## config.mk

```make
export PLATFORM = sky130hd
export DESIGN_NAME = net_endpoint
export DESIGN_NICKNAME = d
export VERILOG_FILES = /design/src/hw/net_endpoint.v
export VERILOG_INCLUDE_DIRS = /design/src /design/src/hw
export SDC_FILE = /design/constraint.sdc
export NUM_CORES = 2
export LEC_CHECK = 0
export BUFFER_PORTS_ARGS = -buffer_cell sky130_fd_sc_hd__buf_2
export CAP_MARGIN = 30
export CORE_AREA = 3 3 634 636
export CTS_CLUSTER_SIZE = 10
export DETAILED_ROUTE_END_ITERATION = 7
export DIE_AREA = 0 0 637 639
export SLEW_MARGIN = 20
export SYNTH_ARGS = -nofsm -noshare
export SYNTH_HDL_FRONTEND = slang
export SYNTH_SLANG_ARGS = --single-unit
```

## constraint.sdc

```tcl
create_clock -name clk_in -period 2.6 [get_ports clk_in]
set_input_delay 0.78 -clock clk_in [delete_from_list [all_inputs] [get_ports clk_in]]
set_output_delay 0.78 -clock clk_in [all_outputs]
set_load 0.05 [all_outputs]
```

## src/hw/net_endpoint_map.vh

```
// constants for the network access endpoint: register offsets, field
// positions, reset values and legal ranges of the settings.
// assumes inclusion by bare name from the endpoint design file.
`ifndef NET_ENDPOINT_MAP_VH
`define NET_ENDPOINT_MAP_VH

// ***************************************
// register byte offsets
// ***************************************
`define EP_CTRL_OFS 8'h00
`define EP_PLACE_OFS 8'h04
`define EP_SEND_SEL_OFS 8'h08
`define EP_RECV_SEL_OFS 8'h0C
`define EP_SEND_MARK_OFS 8'h10
`define EP_RECV_MARK_OFS 8'h14
`define EP_SOUTH_PRIO_OFS 8'h18
`define EP_NORTH_PRIO_OFS 8'h1C
`define EP_STATUS_OFS 8'h20

// ***************************************
// field positions
// ***************************************
`define EP_CTRL_SEND_EN_BIT 0
`define EP_CTRL_RECV_EN_BIT 1
`define EP_CTRL_NORTH_BIT 2
`define EP_ROW_LSB 0
`define EP_COL_LSB 4
`define EP_RATE_LSB 0
`define EP_MAC_LSB 4
`define EP_CHAN_LSB 8

// ***************************************
// reset values
// ***************************************
`define EP_EN_RST 1'b1
`define EP_ROW_RST 4'b1000
`define EP_COL_RST 4'b0100
`define EP_RATE_RST 4'b0100
`define EP_MAC_RST 2'b10
`define EP_CHAN_RST 5'b00000
`define EP_MARK_RST 32'haaaa_aaaa
`define EP_PRIO_RST 32'haaaa_aaaa
`define EP_FABRIC_RST_LVL 1'b0

// ***************************************
// legal ranges
// ***************************************
`define EP_ROW_MIN 4'b0001
`define EP_ROW_MAX 4'b1000
`define EP_COL_A 4'b0001
`define EP_COL_B 4'b0010
`define EP_COL_C 4'b0100
`define EP_COL_D 4'b0101
`define EP_RATE_MAX 4'b1000
`define EP_PRIO_BAD 32'hffff_ffff
`define EP_FIRST_PASS_CHAN 5'b1_0000

`endif

```

## src/hw/net_endpoint.v

```verilog
// network access endpoint: joins user logic to the packet network with a
// send path, a receive path, an upstream merge and an ahb-lite settings port.
// assumes all neighbours run on clk_in; offers hold stable until taken.
`timescale 1ns/1ps
`include "net_endpoint_map.vh"

module net_endpoint #(
	parameter DATA_W = 293,
	parameter ID_W = 4,
	parameter LEVEL_W = 8
) (
	input wire clk_in,
	input wire sys_rst_in,
	input wire intf_rst_n_in,
	input wire hsel_in,
	input wire [31:0] haddr_in,
	input wire [1:0] htrans_in,
	input wire hwrite_in,
	input wire [2:0] hsize_in,
	input wire [31:0] hwdata_in,
	input wire hready_in,
	output wire [31:0] hrdata_out,
	output wire hreadyout_out,
	output wire hresp_out,
	output wire fabric_rst_n_out,
	input wire send_offer_in,
	output wire send_accept_out,
	input wire [ID_W-1:0] send_dest_in,
	input wire send_sop_in,
	input wire send_eop_in,
	input wire [DATA_W-1:0] send_data_in,
	output wire recv_offer_out,
	input wire recv_accept_in,
	output wire [ID_W-1:0] recv_src_out,
	output wire recv_sop_out,
	output wire recv_eop_out,
	output wire [DATA_W-1:0] recv_data_out,
	input wire up_offer_in,
	output wire up_accept_out,
	input wire [ID_W-1:0] up_dest_in,
	input wire up_sop_in,
	input wire up_eop_in,
	input wire [DATA_W-1:0] up_data_in,
	output wire dn_offer_out,
	input wire dn_accept_in,
	output wire [ID_W-1:0] dn_dest_out,
	output wire dn_sop_out,
	output wire dn_eop_out,
	output wire [DATA_W-1:0] dn_data_out,
	input wire net_offer_in,
	output wire net_accept_out,
	input wire [ID_W-1:0] net_src_in,
	input wire net_sop_in,
	input wire net_eop_in,
	input wire [DATA_W-1:0] net_data_in,
	input wire [LEVEL_W-1:0] send_level_in,
	input wire [LEVEL_W-1:0] recv_level_in,
	output wire [3:0] send_at_mark_out,
	output wire [3:0] recv_at_mark_out
);

// ***************************************
// settings registers
// ***************************************
reg send_en_ff; // send path on
reg recv_en_ff; // receive path on
reg north_ff; // selects which pattern arbitrates
reg [3:0] row_ff; // row placement
reg [3:0] col_ff; // column placement
reg [3:0] send_rate_ff;
reg [1:0] send_mac_select_ff;
reg [4:0] send_chan_ff;
reg [3:0] recv_rate_ff;
reg [1:0] recv_mac_select_ff;
reg [4:0] recv_chan_ff;
reg [31:0] send_mark_ff; // send fifo level marks
reg [31:0] recv_mark_ff; // receive fifo level marks
reg [31:0] southbound_priority_pattern_ff;
reg [31:0] northbound_priority_pattern_ff;
reg [3:0] send_at_mark_ff;
reg [3:0] recv_at_mark_ff;
reg fabric_rst_n_ff;

// ***************************************
// bus slave state
// ***************************************
reg wr_pend_ff; // write data phase pending
reg rd_pend_ff; // read data phase pending
reg [7:0] wr_addr_ff; // latched write offset
reg [7:0] rd_addr_ff; // latched read offset
reg [31:0] hrdata_ff;
reg hreadyout_ff;
reg hresp_ff;
reg [31:0] rd_word; // read mux result

// ***************************************
// path registers
// ***************************************
reg send_accept_ff;
reg up_accept_ff;
reg dn_valid_ff;
reg [ID_W-1:0] dn_dest_ff;
reg dn_sop_ff;
reg dn_eop_ff;
reg [DATA_W-1:0] dn_data_ff;
reg net_accept_ff;
reg recv_valid_ff;
reg [ID_W-1:0] recv_src_ff;
reg recv_sop_ff;
reg recv_eop_ff;
reg [DATA_W-1:0] recv_data_ff;

// handshakes taken on this edge
wire send_take = send_offer_in & send_accept_ff;
wire up_take = up_offer_in & up_accept_ff;
wire net_take = net_offer_in & net_accept_ff;
wire recv_take = recv_valid_ff & recv_accept_in;

// slot state for next cycle
wire nxt_dn_valid = send_take | up_take | (dn_valid_ff & ~dn_accept_in);
wire nxt_recv_valid = net_take | (recv_valid_ff & ~recv_take);

// offers still waiting after this edge
wire send_wait = send_offer_in & ~send_take & send_en_ff;
wire up_wait = up_offer_in & ~up_take;
wire contend = send_wait & up_wait & ~nxt_dn_valid;

// active pattern bit decides contention
wire [31:0] act_prio = north_ff ? northbound_priority_pattern_ff : southbound_priority_pattern_ff;
wire local_wins = act_prio[0];

// grant: only one side sees accept in a cycle, so two takes never collide
wire grant_local = contend ? local_wins : ~up_wait;

// pass-through channels leave the fifo marks unused
wire send_buffered = send_chan_ff < `EP_FIRST_PASS_CHAN;
wire recv_buffered = recv_chan_ff < `EP_FIRST_PASS_CHAN;

// bus address phase accepted
wire addr_ok = hsel_in & htrans_in[1] & hready_in;

// ***************************************
// register read mux
// ***************************************
// reserved bits read as zero
always @*
begin
	rd_word = 32'h0000_0000;
	case (rd_addr_ff)
		`EP_CTRL_OFS:
		begin
			rd_word[`EP_CTRL_SEND_EN_BIT] = send_en_ff;
			rd_word[`EP_CTRL_RECV_EN_BIT] = recv_en_ff;
			rd_word[`EP_CTRL_NORTH_BIT] = north_ff;
		end
		`EP_PLACE_OFS:
			rd_word[7:0] = {col_ff, row_ff};
		`EP_SEND_SEL_OFS:
			rd_word[12:0] = {send_chan_ff, 2'b00, send_mac_select_ff, send_rate_ff};
		`EP_RECV_SEL_OFS:
			rd_word[12:0] = {recv_chan_ff, 2'b00, recv_mac_select_ff, recv_rate_ff};
		`EP_SEND_MARK_OFS:
			rd_word = send_mark_ff;
		`EP_RECV_MARK_OFS:
			rd_word = recv_mark_ff;
		`EP_SOUTH_PRIO_OFS:
			rd_word = southbound_priority_pattern_ff;
		`EP_NORTH_PRIO_OFS:
			rd_word = northbound_priority_pattern_ff;
		`EP_STATUS_OFS:
			rd_word[9:0] = {recv_valid_ff, dn_valid_ff, recv_at_mark_ff, send_at_mark_ff};
		default:
			rd_word = 32'h0000_0000; // unmapped reads zero
	endcase
end

// ***************************************
// ahb-lite slave
// ***************************************
// reads take one wait state so that a write just before is seen
always @(posedge clk_in)
begin
	if (sys_rst_in)
	begin
		wr_pend_ff <= 1'b0;
		rd_pend_ff <= 1'b0;
		wr_addr_ff <= 8'h00;
		rd_addr_ff <= 8'h00;
		hrdata_ff <= 32'h0000_0000;
		hreadyout_ff <= 1'b1;
		hresp_ff <= 1'b0;
	end
	else
	begin
		hresp_ff <= 1'b0; // always okay
		if (rd_pend_ff)
		begin
			hrdata_ff <= rd_word;
			hreadyout_ff <= 1'b1;
			rd_pend_ff <= 1'b0;
			wr_pend_ff <= 1'b0;
		end
		else
		begin
			wr_pend_ff <= addr_ok & hwrite_in;
			rd_pend_ff <= addr_ok & ~hwrite_in;
			hreadyout_ff <= ~(addr_ok & ~hwrite_in);
			if (addr_ok)
			begin
				wr_addr_ff <= haddr_in[7:0];
				rd_addr_ff <= haddr_in[7:0];
			end
		end
	end
end

// ***************************************
// settings write and network state
// ***************************************
// sync reset only: the interface reset must leave this untouched
always @(posedge clk_in)
begin
	if (sys_rst_in)
	begin
		send_en_ff <= `EP_EN_RST;
		recv_en_ff <= `EP_EN_RST;
		north_ff <= 1'b0;
		row_ff <= `EP_ROW_RST;
		col_ff <= `EP_COL_RST;
		send_rate_ff <= `EP_RATE_RST;
		recv_rate_ff <= `EP_RATE_RST;
		send_mac_select_ff <= `EP_MAC_RST;
		recv_mac_select_ff <= `EP_MAC_RST;
		send_chan_ff <= `EP_CHAN_RST;
		recv_chan_ff <= `EP_CHAN_RST;
		send_mark_ff <= `EP_MARK_RST;
		recv_mark_ff <= `EP_MARK_RST;
		southbound_priority_pattern_ff <= `EP_PRIO_RST;
		northbound_priority_pattern_ff <= `EP_PRIO_RST;
	end
	else
	begin
		// rotate the active pattern after each contended cycle
		if (contend & ~north_ff)
			southbound_priority_pattern_ff <= {southbound_priority_pattern_ff[30:0],
				southbound_priority_pattern_ff[31]};
		if (contend & north_ff)
			northbound_priority_pattern_ff <= {northbound_priority_pattern_ff[30:0],
				northbound_priority_pattern_ff[31]};
		if (wr_pend_ff)
		begin
			case (wr_addr_ff)
				`EP_CTRL_OFS:
				begin
					send_en_ff <= hwdata_in[`EP_CTRL_SEND_EN_BIT];
					recv_en_ff <= hwdata_in[`EP_CTRL_RECV_EN_BIT];
					north_ff <= hwdata_in[`EP_CTRL_NORTH_BIT];
				end
				`EP_PLACE_OFS:
				begin
					// out-of-range placements are dropped, old value kept
					if (hwdata_in[3:0] >= `EP_ROW_MIN && hwdata_in[3:0] <= `EP_ROW_MAX)
						row_ff <= hwdata_in[3:0];
					if (hwdata_in[7:4] == `EP_COL_A || hwdata_in[7:4] == `EP_COL_B ||
						hwdata_in[7:4] == `EP_COL_C || hwdata_in[7:4] == `EP_COL_D)
						col_ff <= hwdata_in[7:4];
				end
				`EP_SEND_SEL_OFS:
				begin
					if (hwdata_in[3:0] <= `EP_RATE_MAX)
						send_rate_ff <= hwdata_in[3:0];
					send_mac_select_ff <= hwdata_in[5:4];
					send_chan_ff <= hwdata_in[12:8];
				end
				`EP_RECV_SEL_OFS:
				begin
					if (hwdata_in[3:0] <= `EP_RATE_MAX)
						recv_rate_ff <= hwdata_in[3:0];
					recv_mac_select_ff <= hwdata_in[5:4];
					recv_chan_ff <= hwdata_in[12:8];
				end
				`EP_SEND_MARK_OFS:
					send_mark_ff <= hwdata_in;
				`EP_RECV_MARK_OFS:
					recv_mark_ff <= hwdata_in;
				`EP_SOUTH_PRIO_OFS:
				begin
					// an all-ones pattern would starve upstream; ignore it
					if (hwdata_in != `EP_PRIO_BAD)
						southbound_priority_pattern_ff <= hwdata_in;
				end
				`EP_NORTH_PRIO_OFS:
				begin
					if (hwdata_in != `EP_PRIO_BAD)
						northbound_priority_pattern_ff <= hwdata_in;
				end
				default:
					north_ff <= north_ff; // unmapped writes ignored
			endcase
		end
	end
end

// ***************************************
// fifo level marks
// ***************************************
// one comparator per threshold byte
genvar g;
generate
	for (g = 0; g < 4; g = g + 1)
	begin : mark_gen
		always @(posedge clk_in)
		begin
			if (sys_rst_in)
			begin
				send_at_mark_ff[g] <= 1'b0;
				recv_at_mark_ff[g] <= 1'b0;
			end
			else
			begin
				send_at_mark_ff[g] <= send_buffered &
					({{(32-LEVEL_W){1'b0}}, send_level_in} > {24'h00_0000, send_mark_ff[8*g+7 -: 8]});
				recv_at_mark_ff[g] <= recv_buffered &
					({{(32-LEVEL_W){1'b0}}, recv_level_in} > {24'h00_0000, recv_mark_ff[8*g+7 -: 8]});
			end
		end
	end
endgenerate

// ***************************************
// fabric reset output
// ***************************************
always @(posedge clk_in)
begin
	fabric_rst_n_ff <= `EP_FABRIC_RST_LVL;
end

// ***************************************
// send merge and receive slot
// ***************************************
// async interface reset clears only handshake and slot state
always @(posedge clk_in or negedge intf_rst_n_in)
begin
	if (!intf_rst_n_in)
	begin
		send_accept_ff <= 1'b0;
		up_accept_ff <= 1'b0;
		dn_valid_ff <= 1'b0;
		dn_dest_ff <= {ID_W{1'b0}};
		dn_sop_ff <= 1'b0;
		dn_eop_ff <= 1'b0;
		dn_data_ff <= {DATA_W{1'b0}};
		net_accept_ff <= 1'b0;
		recv_valid_ff <= 1'b0;
		recv_src_ff <= {ID_W{1'b0}};
		recv_sop_ff <= 1'b0;
		recv_eop_ff <= 1'b0;
		recv_data_ff <= {DATA_W{1'b0}};
	end
	else if (sys_rst_in)
	begin
		send_accept_ff <= 1'b0;
		up_accept_ff <= 1'b0;
		dn_valid_ff <= 1'b0;
		net_accept_ff <= 1'b0;
		recv_valid_ff <= 1'b0;
	end
	else
	begin
		// accept for next cycle only if the slot will be empty
		send_accept_ff <= ~nxt_dn_valid & send_en_ff & grant_local;
		up_accept_ff <= ~nxt_dn_valid & ~grant_local;
		dn_valid_ff <= nxt_dn_valid;
		if (send_take)
		begin
			dn_dest_ff <= send_dest_in;
			dn_sop_ff <= send_sop_in;
			dn_eop_ff <= send_eop_in;
			dn_data_ff <= send_data_in;
		end
		else if (up_take)
		begin
			dn_dest_ff <= up_dest_in;
			dn_sop_ff <= up_sop_in;
			dn_eop_ff <= up_eop_in;
			dn_data_ff <= up_data_in;
		end
		net_accept_ff <= ~nxt_recv_valid & recv_en_ff;
		recv_valid_ff <= nxt_recv_valid;
		if (net_take)
		begin
			recv_src_ff <= net_src_in;
			recv_sop_ff <= net_sop_in;
			recv_eop_ff <= net_eop_in;
			recv_data_ff <= net_data_in;
		end
	end
end

// ***************************************
// outputs
// ***************************************
assign hrdata_out = hrdata_ff;
assign hreadyout_out = hreadyout_ff;
assign hresp_out = hresp_ff;
assign fabric_rst_n_out = fabric_rst_n_ff;
assign send_accept_out = send_accept_ff;
assign up_accept_out = up_accept_ff;
assign dn_offer_out = dn_valid_ff;
assign dn_dest_out = dn_dest_ff;
assign dn_sop_out = dn_sop_ff;
assign dn_eop_out = dn_eop_ff;
assign dn_data_out = dn_data_ff;
assign net_accept_out = net_accept_ff;
assign recv_offer_out = recv_valid_ff;
assign recv_src_out = recv_src_ff;
assign recv_sop_out = recv_sop_ff;
assign recv_eop_out = recv_eop_ff;
assign recv_data_out = recv_data_ff;
assign send_at_mark_out = send_at_mark_ff;
assign recv_at_mark_out = recv_at_mark_ff;

endmodule

```

; After elaboration in Yosys (flattened, before gate mapping)
; Cells that the tools add are included.
[totals]
register_bits = 815
out_inout_bits = 646
inputBits = 993
[classes]
eq_ne = 13
reduce_logical = 19
bitwise_logic = 45
magnitude_cmp = 12
n_mux = 28
[ops]
columns = operator, n
row1 = 2-to-1 mux 293 bit, 2
row2 = 2-to-1 mux 32 bit, 8
row3 = one-hot mux 19 bit (4 select lines), 1
row4 = > comparator 8 bit, 8
row5 = one-hot mux 5 bit (8 select lines), 1
row6 = equality test 8 x 5 -> 1 bit (second input constant), 4
row7 = != test 32 bit (second input constant), 1
row8 = AND 1 bit, 29
row9 = one-hot mux 3 bit (9 select lines), 1
row10 = one-hot mux 3 bit (6 select lines), 1
row11 = equality test 8 x 4 -> 1 bit (second input constant), 2
row12 = AND reduction 2 bit, 8
row13 = one-hot mux 2 bit (7 select lines), 1
row14 = inverter 1 bit, 13
row15 = AND reduction 3 bit, 4
row16 = 2-to-1 mux 1 bit, 11
row17 = < comparator 5 bit (second input constant), 2
row18 = equality test 4 x 3 -> 1 bit (second input constant), 2
row19 = equality test 8 x 3 -> 1 bit (second input constant), 1
row20 = equality test 8 x 6 -> 1 bit (second input constant), 1
row21 = zero test 8 bit, 1
row22 = 2-to-1 mux 4 bit, 2
row23 = equality test 4 x 1 -> 1 bit (second input constant), 1
row24 = equality test 4 x 2 -> 1 bit (second input constant), 1
row25 = other kinds (7), 11

; Logic depth before layout (Yosys ltp)
[logic_depth]
word_depth = 11
depth_mapped = 8
ltp_nobuf = 7

; Worst setup path after synthesis
; OpenSTA, ideal clock, no wires.
[synth_path]
path_kind = in2reg
start = input port hwdata_in[5]
end = register northbound_priority_pattern_ff[11]
path_slack_ns = 0.244
t_required_ns = 2.481
stages = 7
setup_time_ns = 0.119
t_arrival_ns = 2.237
cell_sequence = buf_4 > nand4_1 > or4_4 > o211ai_4 > clkbuf_1 > and3_1 > o21bai_1
[synth_via]
elab_chain_len = 4
[synth_rtl]
columns = item, line
row1 = start: declaration, net_endpoint.v:20  ; input wire [31:0] hwdata_in,
row2 = != test 32 bit (no source line), --
row3 = 2-to-1 mux 32 bit, net_endpoint.v:294  ; if (hwdata_in != `EP_PRIO_BAD)
row4 = 2-to-1 mux 32 bit, net_endpoint.v:252  ; case (wr_addr_ff)
row5 = 2-to-1 mux 32 bit, net_endpoint.v:250  ; if (wr_pend_ff)
row6 = end signal: assignment, net_endpoint.v:239  ; northbound_priority_pattern_ff <= `EP_PRIO_RST;
row7 = end signal: assignment, net_endpoint.v:248  ; northbound_priority_pattern_ff <= {northbound_priority_pattern_ff[30:0],
row8 = end signal: assignment, net_endpoint.v:295  ; northbound_priority_pattern_ff <= hwdata_in;
row9 = end: declaration, net_endpoint.v:79  ; reg [31:0] northbound_priority_pattern_ff;
; No other way between the ends.
; A chain may end at the register's enable or synchronous reset.

; Worst setup path after layout
[layout_path]
start = register dn_data_ff[266] (netlist: dn_data_out[266])
end = output port dn_data_out[266]
[layout_lines]
columns = item, line
row1 = start: declaration, net_endpoint.v:105  ; reg [DATA_W-1:0] dn_data_ff;
row2 = start signal: assignment, net_endpoint.v:352  ; dn_data_ff <= {DATA_W{1'b0}};
row3 = start signal: assignment, net_endpoint.v:379  ; dn_data_ff <= send_data_in;
row4 = start signal: assignment, net_endpoint.v:386  ; dn_data_ff <= up_data_in;
row5 = end: declaration, net_endpoint.v:49  ; output wire [DATA_W-1:0] dn_data_out,
; No word-level cell between the ends.

==> qor.csv <==
metric,value,unit
status,finished clean,
nets@finish,6401,
postcts setup bufs,0,
Layout area overhead,59.19,%
DRT Wirelength,372.9,mm
WP buf/inv,1,
ys flop type,dfrtp_1,
Vias,38720,
RD Place Congestion,0.9931,
met3 usage,0.09036,
grt ovf,0,
Final Cycle Share,0.9790,
Starting Density,0.08981,
multi-input logic area,14960,um2
Synth top area share,0.4240,
unrepaired setup endpoints after global routing,false,
H-tree depth,3,
sequential fraction of the synthesis area,0.5432,
max-slew violations,0,
capturing point of the worst reg2reg path,dn_data_out[141],
"top cells by area, synth","dfrtp_1, dfxtp_1, mux2_2",
Via density,3.434,
Reg2Reg Setup Slack,0.32,ns
leakage power,24.46,nW
Reg2Reg Launch Point,send_accept_out,
post-synth top area cell,dfrtp_1,
setup slack after layout,0.05472,ns
GR Util All Layers,0.1752,
layout cells sized above 1,0.4298,
max_slew headroom,0.4377,
worst r2r path cells,8,
number of max-cap violations,0,
IO Count,1639,
total power draw,55.69,mW
DP HPWL,331.7,mm
Power Density,982.9,nW/um2
Wirelength per Cell,33.07,um
post-synthesis register bit count,815,
Peak supply drop,0.5901,mV
CP required,1.82,ns
Iteration-0 DRC Markers,3955,
antenna violations before repair,369,
clock buffer depth,4,
Die Wd,637,um
crit-path cells,buf_2,
Detail Route Antenna Nets,0,
cell area after synthesis,35590,um2
Worst Hold Launch,net_data_in[169],
M2 GR Usage,0.2861,
"Async S/R FF share, synth",0.7399,
Worst Hold Class,in2reg,
"Distinct cells, synth",70,
fin util,0.1430,
Clock Sink Count,815,
final setup fails,0,
WHS,0.1105,ns
Worst path slowest cell,buf_2,
CP max FO,2,
worst-margin pin slew,0.8222,ns
Die Y,639,um
setup TNS,0,ns
CTS tree,yes,
vias in the first global route,35190,
Ys Warns,0,
CP startpoint kind,flop,
Worst setup EP type,output pin,
pre-CTS WS,-0.002931,ns
GR Util met1,0.1655,
core area,396300,um2
number of CTS-inserted buffers,109,
Crit Path Class,reg2out,
pin count of the biggest net entering global routing,67,
DRT Pass-1 Iters,6,
Min-Delay Path Depth,2,
gr busiest metal,met2,
Post-Syn Area per Cell,9.740,um2
Cell Rows,231,
Filler cells,45280,
Final min period,2.545,ns
global-route wire length before repair,445.5,mm
clk_lat worst skew,0.87,ns
Crit path arrival time,1.77,ns
port bufs,1608,
WHS Endpoint,recv_data_out[169],
final hold viol count,0,
"EDFF count, synth",0,
clock slew at reported path FFs,0.06,ns
slowest cell delay on critical path,0.50,ns
"CP delay by family, top",buffers and inverters,
DRC viols,0,
fmax,392.9,MHz
Syn Inst Count,3654,
Seq. cell area,19330,um2
final setup skew,0.09437,ns
clock root buffer,clkbuf_16,
die footprint,407000,um2
sequential cells by signal, indices dropped and copies added (netlist names), 8 cells and up:
| register | count |
|---|---|
| dn_data_out | 293 |
| recv_data_out | 293 |
| hrdata_out | 32 |
| northbound_priority_pattern_ff | 32 |
| recv_mark_ff | 32 |
| send_mark_ff | 32 |
| southbound_priority_pattern_ff | 32 |
| rd_addr_ff | 8 |
Yosys cell counts (all sizes together), types with 10 or more instances:
master	number
clkbuf	213
a21oi	82
a311oi	32
inv	68
a31oi	300
nand4	25
nand2b	13
nor3	10
nand2	902
ha	64
dfrtp	603
a22oi	12
buf	53
nand3	16
a211o	17
and3	39
o21bai	35
mux2i	21
o221a	11
nor2	425
nor2b	19
mux2	315
o21ai	49
nand3b	22
a222oi	25
dfxtp	212
layer usage:
metal  vias to the layer above  routed length, um
li1                      16620                  -
met1                     18550             115100
met2                      2356             175600
met3                       944              47510
met4                       254              32780
met5                         -               1867
repair_timing:
item	in CTS	in global routing
hold buffers	25	0
gates resized for setup	48	1
endpoints found under the hold margin	32	0
endpoints found under the setup margin	48	1
cloned	0	0
metrics by stage:
step	area [um2]	instances
global route	56410	11180
detailed placement	51370	10450
finish	56650	11280
global placement	51370	10450
floorplan	35590	3655
CTS	55090	10650
cells by family after synthesis:
logic type                 Yosys count  synth area share
AOI/OAI and AO/OA                  601            0.1162
xor gates and xnor gates             2         0.0004923
adders and majority gates           64           0.02250
buffers and inverters              334           0.03772
DFF                                815            0.5432
muxes                              338            0.1068
other                                1         0.0001054
and+or+nand+nor                   1499            0.1729
how the worst max path moves through the flow:
stage | start | endpoint | slack, ns | depth (start not counted)
floorplan | hwdata_in[5] | northbound_priority_pattern_ff[11] | 0.24 | 7
global placement | hwdata_in[5] | southbound_priority_pattern_ff[28] | 0.006 | 7
detailed placement | hwdata_in[5] | northbound_priority_pattern_ff[22] | -0.003 | 7
CTS | recv_data_out[59] | recv_data_out[59] | 0.001 | 1
global route | dn_data_out[268] | dn_data_out[268] | 0.01 | 1
finish | dn_data_out[266] | dn_data_out[266] | 0.05 | 1
layout make-up:
cell class | instances | area share
Sequential cell | 815 | 0.3413
Multi-Input combinational cell | 2506 | 0.2640
Inverter | 68 | 0.004505
Timing Repair Buffer | 1844 | 0.1879
Antenna cell | 623 | 0.02752
Clock buffer | 154 | 0.05325
Tap cell | 5242 | 0.1158
Clock inverter | 23 | 0.005853
placed cells by master (no fill, tap or decap), types with 35 or more instances in the layout:
cell | netlist | final
buf_12 | 0 | 50
mux2_2 | 315 | 315
o21bai_1 | 35 | 35
inv_1 | 68 | 68
a31oi_1 | 300 | 300
diode_2 | 0 | 623
dfrtp_1 | 603 | 603
a21oi_1 | 82 | 82
nor2_1 | 425 | 424
nand2_1 | 902 | 901
ha_1 | 64 | 64
buf_4 | 5 | 210
and3_1 | 39 | 39
o21ai_0 | 39 | 39
dfxtp_1 | 212 | 212
buf_2 | 32 | 1557
clkbuf_16 | 0 | 109
where the power goes:
part           switching (mW)  internal (mW)
registers                1.67           15.4
logic                    18.8           4.79
clock network            6.55           8.50
worst register-to-register path, delay by kind of cell (launching register included):
kind / cells / cell delay (ns)
and+or+nand+nor: 3 / 0.37
AOI/OAI and AO/OA: 2 / 0.35
DFF: 1 / 0.43
buffers and inverters: 3 / 1.07
Power figures use the tool's default switching activity.
